===== src/design/hlc_pkg.sv =====
// Function
// - map to slot, E1 Sa4-Sa8, or T1 FDL
// - 64-byte FIFO each in transmit and receive
// - per-bit include/exclude of slot bits, Sa bits
// - flags, FCS generate/check, abort generate/detect
// - zero stuffing, destuffing, receive byte alignment
// - rx high and tx low watermark registers
// - rx high-watermark bit while level above mark
// - tx low-watermark bit while level below mark
// - overrun drops packet, empties FIFO, flags both
// - low 7 bits give readable bytes 0-64
// - each count covers exactly one packet segment
// - msb set while counted packet not terminated
// - latched bit sets on event, holds until cleared
// - write one clears; zeros, real-time bits untouched
// - real-time bits show present condition only
// - every latched event has own mask bit
// - interrupt released when host reads event bit
// - tx free count real time, stable during read
`default_nettype none
package hlc_pkg;
   // register offsets
   localparam logic [8:0] A_RCTL = 9'h010;
   localparam logic [8:0] A_RBS  = 9'h011;
   localparam logic [8:0] A_RFC  = 9'h087;
   localparam logic [8:0] A_RLS  = 9'h094;
   localparam logic [8:0] A_RIM  = 9'h0a4;
   localparam logic [8:0] A_RRT  = 9'h0b4;
   localparam logic [8:0] A_RPBA = 9'h0b5;
   localparam logic [8:0] A_RFD  = 9'h0b6;
   localparam logic [8:0] A_TC1  = 9'h110;
   localparam logic [8:0] A_TBS  = 9'h111;
   localparam logic [8:0] A_TC2  = 9'h113;
   localparam logic [8:0] A_TFC  = 9'h187;
   localparam logic [8:0] A_TLS  = 9'h191;
   localparam logic [8:0] A_TIM  = 9'h1a1;
   localparam logic [8:0] A_TRT  = 9'h1b1;
   localparam logic [8:0] A_TAVL = 9'h1b3;
   localparam logic [8:0] A_TFD  = 9'h1b4;
   // control fields
   localparam int B_MAPSEL = 7;  // 1: Sa bits (E1) or FDL (T1)
   localparam int B_TXEND  = 0;  // next tx byte closes packet
   // rx status bits
   localparam int R_END  = 0;  // good packet end (latched)
   localparam int R_HWM  = 1;  // high watermark
   localparam int R_CRC  = 2;  // bad crc or misaligned
   localparam int R_ABT  = 3;  // abort seen
   localparam int R_STRT = 4;  // packet start
   localparam int R_OVR  = 5;  // overrun
   localparam int R_NE   = 0;  // real-time: fifo not empty
   // tx status bits
   localparam int T_UDR  = 0;  // underrun, frame aborted
   localparam int T_LWM  = 1;  // low watermark
   localparam int T_SENT = 2;  // frame finished
   localparam int T_EMP  = 0;  // real-time: fifo empty
   // reset values
   localparam logic [7:0] RST_CTRL = 8'h00;
   localparam logic [7:0] RST_RFC  = 8'h20;
   localparam logic [7:0] RST_TFC  = 8'h10;
   localparam logic [7:0] RST_MASK = 8'h00;
   // line coding
   localparam logic [7:0]  FLAG_OCT  = 8'h7e;
   localparam logic [7:0]  ABORT_OCT = 8'hff;
   localparam logic [15:0] CRC_INIT  = 16'hffff;
   localparam logic [15:0] CRC_POLY  = 16'h8408;
   localparam logic [15:0] CRC_GOOD  = 16'hf0b8;
   localparam int          FIFO_DEPTH = 64;
endpackage : hlc_pkg
`default_nettype wire


===== src/design/hlc_link_ctrl.sv =====
`default_nettype none
module hlc_link_ctrl #(
   parameter int DEPTH = hlc_pkg::FIFO_DEPTH  // bytes per fifo
) (
   input  wire logic       mclk_in,          // 40 MHz clock
   input  wire logic       sys_rst_in,       // sync reset, high
   input  wire logic [8:0] reg_addr_in,      // register address
   input  wire logic [7:0] reg_wdata_in,     // write data
   input  wire logic       reg_wr_in,        // write strobe
   input  wire logic       reg_rd_in,        // read strobe
   output var  logic [7:0] reg_rdata_out,    // read data, next cycle
   output var  logic       irq_n_out,        // interrupt, low active
   input  wire logic       e1_mode_in,       // 1 E1, 0 T1
   input  wire logic       bit_stb_in,       // one line bit time
   input  wire logic [4:0] slot_in,          // current time slot
   input  wire logic [2:0] bit_pos_in,       // bit within slot
   input  wire logic [3:0] sa_num_in,        // 4..8 on Sa bit, else 0
   input  wire logic       fdl_in,           // T1 facility link bit
   input  wire logic       rx_line_bit_in,   // received line bit
   output var  logic       tx_line_bit_out,  // bit to insert
   output var  logic       tx_line_own_out   // bit belongs to us
);
   localparam int AW = $clog2(DEPTH);
   // refuse depths the pointer arithmetic cannot serve
   if (DEPTH < 4 || DEPTH > 64 || (1 << AW) != DEPTH) begin : g_bad_depth
      $error("DEPTH must be a power of two from 4 to 64");
   end

   typedef enum logic [2:0] {TS_IDLE, TS_DATA, TS_CRC1, TS_CRC2} hlc_tx_state_type;

   // complete block state, one register
   typedef struct packed {
      logic [DEPTH-1:0][8:0] rxm;   // rx bytes, bit 8 ends packet
      logic [AW-1:0]  rxw, rxr;     // rx pointers
      logic [AW:0]    rxc;          // rx level
      logic [DEPTH-1:0][8:0] txm;   // tx bytes, bit 8 ends packet
      logic [AW-1:0]  txw, txr;     // tx pointers
      logic [AW:0]    txc;          // tx level
      logic [7:0] rctl, rbs, rfc, rim, tc1, tbs, tc2, tfc, tim;
      logic [7:0] rls, tls;         // latched status
      logic [7:0] rack, tack;       // latched bits already read
      logic [2:0] rones;            // rx run of ones
      logic [7:0] rbyte;            // rx byte assembler
      logic [2:0] rbits;            // bits in assembler
      logic [15:0] rcrc;            // rx crc over whole bytes
      logic       rin;              // inside a frame
      logic       ovr_hold;         // dropping after overrun
      logic [2:0][7:0] hold;        // last three bytes, [0] newest
      logic [1:0] hn;               // valid bytes in hold
      logic       hwm_prev;         // previous rx watermark level
      logic       lwm_prev;         // previous tx watermark level
      logic [7:0] tsh;              // tx shifter, lsb first
      logic [3:0] tn;               // bits left in shifter
      logic       tstuff;           // shifter content is stuffed
      logic [2:0] tones;            // tx run of ones
      logic [15:0] tcrc;            // tx crc
      hlc_tx_state_type tst;        // tx framing state
      logic [7:0] rdat;             // read data
      logic       irq_n;
      logic       tbit, town;       // line outputs
   } hlc_state_type;

   hlc_state_type s, n;
   logic [7:0] ev_r, ev_t;           // one-cycle event pulses
   logic       rsel, tsel;           // this bit is ours
   logic       hwm_now, lwm_now;     // present watermark levels

   // byte-wise crc, lsb first
   function automatic logic [15:0] crc8(input logic [15:0] c, input logic [7:0] d);
      logic [15:0] r;
      r = c;
      for (int i = 0; i < 8; i++) begin
         r = (r[0] ^ d[i]) ? ((r >> 1) ^ hlc_pkg::CRC_POLY) : (r >> 1);
      end
      return r;
   endfunction

   // does this line bit belong to the controller
   function automatic logic pick(input logic [7:0] ctl, input logic [7:0] sup);
      logic [2:0] k;
      k = 3'(sa_num_in - 4'd4);
      if (!ctl[hlc_pkg::B_MAPSEL])
         return slot_in == ctl[4:0] && !sup[bit_pos_in];
      if (e1_mode_in)
         return sa_num_in >= 4'd4 && sa_num_in <= 4'd8 && !sup[k];
      return fdl_in;
   endfunction

   // a process, so the slot inputs read inside pick are in its sensitivity
   always_comb begin
      rsel = bit_stb_in && pick(s.rctl, s.rbs);
      tsel = bit_stb_in && pick(s.tc2, s.tbs);
   end
   assign hwm_now = s.rxc > {1'b0, s.rfc[AW-1:0]};
   assign lwm_now = s.txc < {1'b0, s.tfc[AW-1:0]};

   // next state
   always_comb begin
      logic       push, pend, pop, tpush, tpop, fnd, b;
      logic [7:0] pb, sh;
      logic [AW:0] cnt;
      logic [AW-1:0] ix;
      logic [3:0] tcnt;
      logic       st;
      n = s;
      ev_r = '0;
      ev_t = '0;
      push = 1'b0;
      pend = 1'b0;
      pop = 1'b0;
      tpush = 1'b0;
      tpop = 1'b0;
      pb = '0;
      b = rx_line_bit_in;
      cnt = '0;
      fnd = 1'b0;
      ix = '0;
      sh = s.tsh;
      tcnt = s.tn;
      st = s.tstuff;
      // bytes readable up to the first packet end
      for (int i = 0; i < DEPTH; i++) begin
         ix = AW'(s.rxr + AW'(i));
         if (i < s.rxc && !fnd) begin
            cnt = cnt + (AW+1)'(1);  // full width, a whole fifo counts 64
            fnd = s.rxm[ix][8];
         end
      end
      // receive engine
      if (rsel) begin
         if (b && s.rones == 3'd6) begin
            // seventh one: abort, close any open packet
            if (s.rin && s.hn != 2'd0) ev_r[hlc_pkg::R_ABT] = 1'b1;
            push = s.rin && s.hn == 2'd3;
            pend = 1'b1;
            pb = s.hold[2];
            n.rin = 1'b0;
            n.rones = 3'd7;
         end else if (b) begin
            if (s.rones != 3'd7) n.rones = s.rones + 3'd1;
         end else begin
            n.rones = 3'd0;
         end
         if (!b && s.rones == 3'd6) begin
            // flag: six spurious bits sit in the assembler
            if (s.rin && s.hn != 2'd0) begin
               if (s.rbits == 3'd6 && s.hn == 2'd3 && s.rcrc == hlc_pkg::CRC_GOOD)
                  ev_r[hlc_pkg::R_END] = 1'b1;
               else
                  ev_r[hlc_pkg::R_CRC] = 1'b1;
            end
            push = s.rin && s.hn == 2'd3;
            pend = 1'b1;
            pb = s.hold[2];
            n.rin = 1'b1;
            n.ovr_hold = 1'b0;
            n.rbits = 3'd0;
            n.hn = 2'd0;
            n.rcrc = hlc_pkg::CRC_INIT;
         end else if (s.rin && ((b && s.rones < 3'd5) || (!b && s.rones < 3'd5))) begin
            // payload bit; a zero after five ones is dropped
            n.rbyte = {b, s.rbyte[7:1]};
            n.rbits = s.rbits + 3'd1;
            if (s.rbits == 3'd7) begin
               n.rcrc = crc8(s.rcrc, {b, s.rbyte[7:1]});
               n.hold = {s.hold[1], s.hold[0], b, s.rbyte[7:1]};
               n.hn = (s.hn == 2'd3) ? 2'd3 : s.hn + 2'd1;
               if (s.hn == 2'd0) ev_r[hlc_pkg::R_STRT] = 1'b1;
               push = s.hn == 2'd3;  // keep fcs bytes out of the fifo
               pb = s.hold[2];
            end
         end
      end
      // host reads and writes
      if (reg_rd_in) begin
         case (reg_addr_in)
            hlc_pkg::A_RCTL: n.rdat = s.rctl;
            hlc_pkg::A_RBS:  n.rdat = s.rbs;
            hlc_pkg::A_RFC:  n.rdat = s.rfc;
            hlc_pkg::A_RLS: begin
               n.rdat = s.rls;
               n.rack = s.rack | s.rls;
            end
            hlc_pkg::A_RIM:  n.rdat = s.rim;
            hlc_pkg::A_RRT:  n.rdat = {2'b00, s.ovr_hold, 3'b000, hwm_now, s.rxc != 0};
            hlc_pkg::A_RPBA: n.rdat = {!fnd && cnt != 0, 7'(cnt)};
            hlc_pkg::A_RFD: begin
               n.rdat = s.rxm[s.rxr][7:0];
               pop = s.rxc != 0;
            end
            hlc_pkg::A_TC1:  n.rdat = s.tc1;
            hlc_pkg::A_TBS:  n.rdat = s.tbs;
            hlc_pkg::A_TC2:  n.rdat = s.tc2;
            hlc_pkg::A_TFC:  n.rdat = s.tfc;
            hlc_pkg::A_TLS: begin
               n.rdat = s.tls;
               n.tack = s.tack | s.tls;
            end
            hlc_pkg::A_TIM:  n.rdat = s.tim;
            hlc_pkg::A_TRT:  n.rdat = {6'b0, lwm_now, s.txc == 0};
            hlc_pkg::A_TAVL: n.rdat = 8'(DEPTH - s.txc);
            default:         n.rdat = 8'h00;
         endcase
      end
      if (reg_wr_in) begin
         case (reg_addr_in)
            hlc_pkg::A_RCTL: n.rctl = reg_wdata_in;
            hlc_pkg::A_RBS: n.rbs = reg_wdata_in;
            hlc_pkg::A_RFC: n.rfc = reg_wdata_in;
            hlc_pkg::A_RLS: n.rls = s.rls & ~reg_wdata_in;
            hlc_pkg::A_RIM: n.rim = reg_wdata_in;
            hlc_pkg::A_TC1: n.tc1 = reg_wdata_in;
            hlc_pkg::A_TBS: n.tbs = reg_wdata_in;
            hlc_pkg::A_TC2: n.tc2 = reg_wdata_in;
            hlc_pkg::A_TFC: n.tfc = reg_wdata_in;
            hlc_pkg::A_TLS: n.tls = s.tls & ~reg_wdata_in;
            hlc_pkg::A_TIM: n.tim = reg_wdata_in;
            hlc_pkg::A_TFD: begin
               // a full fifo drops the byte; the host must watch the free count
               tpush = s.txc != (AW+1)'(DEPTH);
               n.tc1[hlc_pkg::B_TXEND] = 1'b0;
            end
            default: ;
         endcase
      end
      // transmit engine
      if (tsel) begin
         n.town = 1'b1;
         if (s.tstuff && s.tones == 3'd5) begin
            n.tbit = 1'b0;
            n.tones = 3'd0;
         end else begin
            if (tcnt == 4'd0) begin
               tcnt = 4'd8;
               st = 1'b1;
               case (s.tst)
                  TS_IDLE: begin
                     sh = hlc_pkg::FLAG_OCT;
                     st = 1'b0;
                     if (s.txc != 0) begin
                        n.tst = TS_DATA;
                        n.tcrc = hlc_pkg::CRC_INIT;
                     end
                  end
                  TS_DATA: begin
                     if (s.txc == 0) begin
                        sh = hlc_pkg::ABORT_OCT;  // underrun: abort the frame
                        st = 1'b0;
                        n.tst = TS_IDLE;
                        ev_t[hlc_pkg::T_UDR] = 1'b1;
                     end else begin
                        sh = s.txm[s.txr][7:0];
                        tpop = 1'b1;
                        n.tcrc = crc8(s.tcrc, s.txm[s.txr][7:0]);
                        if (s.txm[s.txr][8]) n.tst = TS_CRC1;
                     end
                  end
                  TS_CRC1: begin
                     sh = ~s.tcrc[7:0];
                     n.tst = TS_CRC2;
                  end
                  default: begin
                     sh = ~s.tcrc[15:8];
                     n.tst = TS_IDLE;
                     ev_t[hlc_pkg::T_SENT] = 1'b1;
                  end
               endcase
            end
            n.tbit = sh[0];
            n.tones = (st && sh[0]) ? s.tones + 3'd1 : 3'd0;
            n.tsh = sh >> 1;
            n.tn = tcnt - 4'd1;
            n.tstuff = st;
         end
      end else begin
         n.town = 1'b0;
      end
      // fifo bookkeeping
      if (push) n.rxm[s.rxw] = {pend, pb};
      if (tpush) n.txm[s.txw] = {s.tc1[hlc_pkg::B_TXEND], reg_wdata_in};
      n.rxw = s.rxw + AW'(push);
      n.rxr = s.rxr + AW'(pop);
      n.rxc = s.rxc + (AW+1)'(push) - (AW+1)'(pop);
      n.txw = s.txw + AW'(tpush);
      n.txr = s.txr + AW'(tpop);
      n.txc = s.txc + (AW+1)'(tpush) - (AW+1)'(tpop);
      if (push && !pop && s.rxc == (AW+1)'(DEPTH)) begin
         // overrun: drop packet and everything queued
         n.rxr = s.rxw;
         n.rxw = s.rxw;
         n.rxc = '0;
         n.rin = 1'b0;
         n.ovr_hold = 1'b1;
         ev_r[hlc_pkg::R_OVR] = 1'b1;
      end
      // watermark rising edges as latched events
      n.hwm_prev = hwm_now;
      n.lwm_prev = lwm_now;
      if (hwm_now && !s.hwm_prev) ev_r[hlc_pkg::R_HWM] = 1'b1;
      if (lwm_now && !s.lwm_prev) ev_t[hlc_pkg::T_LWM] = 1'b1;
      // set wins over a same-cycle clear
      n.rls = n.rls | ev_r;
      n.tls = n.tls | ev_t;
      n.rack = n.rack & n.rls & ~ev_r;
      n.tack = n.tack & n.tls & ~ev_t;
      n.irq_n = ~|((n.rls & s.rim & ~n.rack) | (n.tls & s.tim & ~n.tack));
      if (sys_rst_in) begin
         n = '0;
         n.rctl = hlc_pkg::RST_CTRL;
         n.tc2 = hlc_pkg::RST_CTRL;
         n.rfc = hlc_pkg::RST_RFC;
         n.tfc = hlc_pkg::RST_TFC;
         n.rim = hlc_pkg::RST_MASK;
         n.tim = hlc_pkg::RST_MASK;
         n.rcrc = hlc_pkg::CRC_INIT;
         n.rones = 3'd7;  // hunt for a flag
         n.irq_n = 1'b1;
         n.tst = TS_IDLE;
      end
   end

   // single state register, reset folded into next state
   always_ff @(posedge mclk_in) begin
      s <= n;
   end

   assign reg_rdata_out   = s.rdat;
   assign irq_n_out       = s.irq_n;
   assign tx_line_bit_out = s.tbit;
   assign tx_line_own_out = s.town;
endmodule // hlc_link_ctrl
`default_nettype wire


===== config.mk =====
export PLATFORM = sky130hd
export DESIGN_NAME = hlc_link_ctrl
export DESIGN_NICKNAME = d
export VERILOG_FILES = /design/src/design/hlc_pkg.sv /design/src/design/hlc_link_ctrl.sv
export SDC_FILE = /design/constraint.sdc
export NUM_CORES = 2
export LEC_CHECK = 0
export ABC_AREA = 1
export BUFFER_PORTS_ARGS = -buffer_cell sky130_fd_sc_hd__buf_2
export CAP_MARGIN = 20
export CELL_PAD_IN_SITES_DETAIL_PLACEMENT = 0
export CELL_PAD_IN_SITES_GLOBAL_PLACEMENT = 1
export CORE_MARGIN = 1.5
export CORE_UTILIZATION = 47
export DETAILED_ROUTE_END_ITERATION = 7
export PLACE_DENSITY = 0.89
export RECOVER_POWER = 25
export SETUP_SLACK_MARGIN = 0.2
export SYNTH_ARGS = -nofsm -noshare
export SYNTH_HDL_FRONTEND = slang
export SYNTH_SLANG_ARGS = --single-unit

===== constraint.sdc =====
create_clock -name mclk_in -period 38.7 [get_ports mclk_in]
set_input_delay 0 -clock mclk_in [delete_from_list [all_inputs] [get_ports mclk_in]]
set_output_delay 0 -clock mclk_in [all_outputs]
set_load 0.1 [all_outputs]

==> impl_results.md <==
* Die H at 416 um
* IO Pins at 48
* Clk buf depth at 3
* Vias per cell at 5.73
* Fmax at 0.0286 GHz
* Worst Setup Start Kind: flip-flop
* Wire per inst at 19.2 um
* Initial DRC count at 7105
* Nets at 11.5k
* Hold Crit Depth at 7
* Most frequent cell on the critical path: nand2_1
* Worst r2r src: s[813]$_SDFF_PP0_
* Syn_nets at 11.9k
* Reg2Reg Capture Point: reg_rdata_out[3]$_SDFFE_PP0P_
* Status: complete, but fails checks
* Initial antenna violation count at 2
* # DRC at 0
* Final Max Tran Viols at 706
* # rows at 151
* PwrDens at 36.3 mW/mm2
* Syn Inst Count at 11.7k
* Critical Path Fanout Max at 56
* Global placer's final weighted congestion at 0.991
* First-pass GRT wire length at 412000 um
* ANT nets after route at 0
* CTS Buf Count at 152
* Avg Cell Area, Syn at 6.88 um2
* Syn Std Cell Area at 0.0804 mm2
* Worst Hold Class: primary input to flip-flop
* Register area at 0.0280 mm2
* Hold Vio Cnt, Final at 0
* Pre-CTS setup slack at 3.91 ns
* EDFF count, synth at 0
* CTS tree: done
* Vias at 78.5k
* Gr usage total at 29.5%
* Slew @ Worst Pin at 8.46 ns
* P&R area growth vs syn at 8.57%
* IR drop worst, VDD at 0.0000407 V
* Largest net degree at the start of global routing at 293
* Yosys warns at 0
* Min-delay src: reg_addr_in[6]
* Post-synthesis sequential area ratio at 34.8%
* Core area at 0.170 mm2
* Post-CTS sizing at 0
* Crit path DAT at 35.70 ns
* Vias in the first global route at 72.3k
* Max Cap Viol at 7
* Destination of the worst hold path: s[170]$_SDFFE_PP0P_
* Drt total wl at 264000 um
* CP Capture Type: flip-flop
* Failing checks: max-capacitance violations, max-slew violations
* # fillers at 17.0k
* IO buf count at 47
* Grt ovf at 0
* RSZ-0062 raised after global routing: false
* Ys async rst share at 0%
* Critical path class: flip-flop to flip-flop
* Crit share post-route at 90.3%
* Yosys reg bits at 1397
* Clk slew on worst S/H paths at 0.07 ns
* Final setup viols at 0
* Worst Path Required at 39.45 ns
* Synth cell types at 87
* R2R depth at 204
* Crit-path max cell delay at 0.80 ns
* Minimum clock period at 34.95 ns
* PnR worst setup slack at 3.75 ns
* Hold slack at 0.0443 ns
* DRT Pass-1 Iters at 6
* Top_reg_cell synth: dfxtp_1
* Worst-Skew Late Latency at 0.83 ns
* Die area at 0.173 mm2
* Clk sinks at 1397
* Lkg Pwr at 34.4 nW
* Final Util at 51.4%
* DP HPWL at 179000 um
* Initial Util at 47.4%
* Crit path from: s[813]$_SDFF_PP0_
* Share of cells above drive strength 1 at 10.8%
* Area of the multi-input gates at 0.0442 mm2
* Die X at 416 um
* Worst R2R Setup Slack at 3.75 ns
* Sum Neg Setup Slack at 0 ns
* Root buf cell: clkbuf_16
* H-tree depth at 4
* Clock Skews at 0.0672 ns
* Max-slew headroom at -464%
* Worst path slowest cell: dfxtp_4
[cells in the final DEF, fill, tap and decap left out, drive strengths merged, types with 17 or more instances in the layout]
cell | netlist | final
o211ai | 87 | 87
xnor2 | 29 | 29
a211oi | 463 | 463
nand2 | 1640 | 1640
dlygate4sd3 | 1 | 43
nor3 | 34 | 34
a31oi | 46 | 46
o21ai | 1510 | 1510
clkbuf | 645 | 236
or2 | 26 | 26
o21a | 53 | 53
o22ai | 113 | 113
ha | 141 | 141
nand3 | 1155 | 1155
dfxtp | 1397 | 1397
o221ai | 67 | 67
buf | 81 | 206
a221oi | 17 | 17
clkinv | 19 | 53
nand4 | 86 | 86
inv | 1285 | 1290
nor2 | 1418 | 1418
a21oi | 1199 | 1199
xor2 | 60 | 60
[report_power, final]
group	switching (mW)	internal, mW	total (mW)
Sequential	0.000249	1.44	1.44
Clock	0.633	0.895	1.53
Combinational	0.141	0.0592	0.200
Total	0.774	2.39	3.17
[logic make-up (layout without fill, tap and decap cells)]
| family | Yosys count | count (layout) | synth area share [%] |
|---|---|---|---|
| AOI/OAI and AO/OA | 3610 | 3610 | 25.4 |
| xor gates and xnor gates | 89 | 89 | 1.02 |
| adders and majority gates | 143 | 143 | 2.25 |
| buffers and inverters | 2036 | 1847 | 10.3 |
| DFF | 1397 | 1397 | 34.8 |
| muxes | 4 | 4 | 0.0498 |
| other | 0 | 1 | 0 |
| and+or+nand+nor | 4397 | 4397 | 26.1 |
[per-stage QoR]
stage	area [um2]	power (mW)	std cells
6_report	87200	3.17	13700
5_1_grt	87200	3.28	13700
4_1_cts	87000	3.19	13700
3_5_place_dp	81300	1.67	13400
3_3_place_gp	81100	1.66	13300
2_1_floorplan	80400	1.63	11700
[per-layer routing]
layer,track usage (%),wire (um),vias to the layer above
li1,-,-,38900
met1,38.4,114000,36700
met2,47.8,119000,2406
met3,4.24,16700,519
met4,14.1,13200,0
met5,0,0,-
[timing repair]
item | 4_1_cts | 5_1_grt
buffers inserted | 0 | 0
hold buffers | 43 | 0
hold endpoints to repair | 249 | 0
[worst max-delay path, delay by kind of cell, from the launching register on]
family          cells  cell delay (ns)
compound gates     13             2.38
simple gates      121            12.34
buf+inv             9             2.36
fa+ha+maj          61            16.99
flops               1             0.80
[worst max-delay path by stage]
| stage | to | cells after the start | slack [ns] |
|---|---|---|---|
| after detailed placement | reg_rdata_out[7]$_SDFFE_PP0P_ | 209 | 3.91 |
| final | reg_rdata_out[3]$_SDFFE_PP0P_ | 204 | 3.75 |
| after floorplan | reg_rdata_out[7]$_SDFFE_PP0P_ | 214 | 7.34 |
| after global placement | reg_rdata_out[7]$_SDFFE_PP0P_ | 209 | 4.08 |
| after global routing | reg_rdata_out[3]$_SDFFE_PP0P_ | 204 | 0.87 |
| after CTS | reg_rdata_out[3]$_SDFFE_PP0P_ | 204 | 3.74 |
[registers in the layout, summed over array words and instances (netlist names)]
register         cells
irq_n_out            1
reg_rdata_out        8
s                 1386
tx_line_bit_out      1
tx_line_own_out      1
[cells in the mapped netlist, types with 83 or more instances]
cell | n | area share [%]
nand4_1 | 83 | 0.65
inv_1 | 1213 | 5.7
dfxtp_1 | 1397 | 35
nand2_1 | 1275 | 6.0
a211oi_1 | 463 | 4.3
ha_1 | 141 | 2.2
nand2_2 | 317 | 2.5
o211ai_1 | 86 | 0.80
nor2_1 | 1350 | 6.3
nand3_2 | 178 | 2.2
clkbuf_1 | 627 | 2.9
o22ai_1 | 113 | 0.88
nand3_1 | 958 | 6.0
o21ai_0 | 1473 | 9.2
a21oi_1 | 1193 | 7.4
[layout make-up]
| type | count | area share (%) |
|---|---|---|
| multi-input combinational | 8243 | 50.6 |
| sequential | 1397 | 32.1 |
| clock inverter | 58 | 1.02 |
| clock buffer | 214 | 5.01 |
| timing repair buffer | 271 | 2.42 |
| inverter | 1304 | 5.67 |
| tap | 2218 | 3.18 |
| antenna | 1 | 0.00287 |
Power figures use the tool's default switching activity.
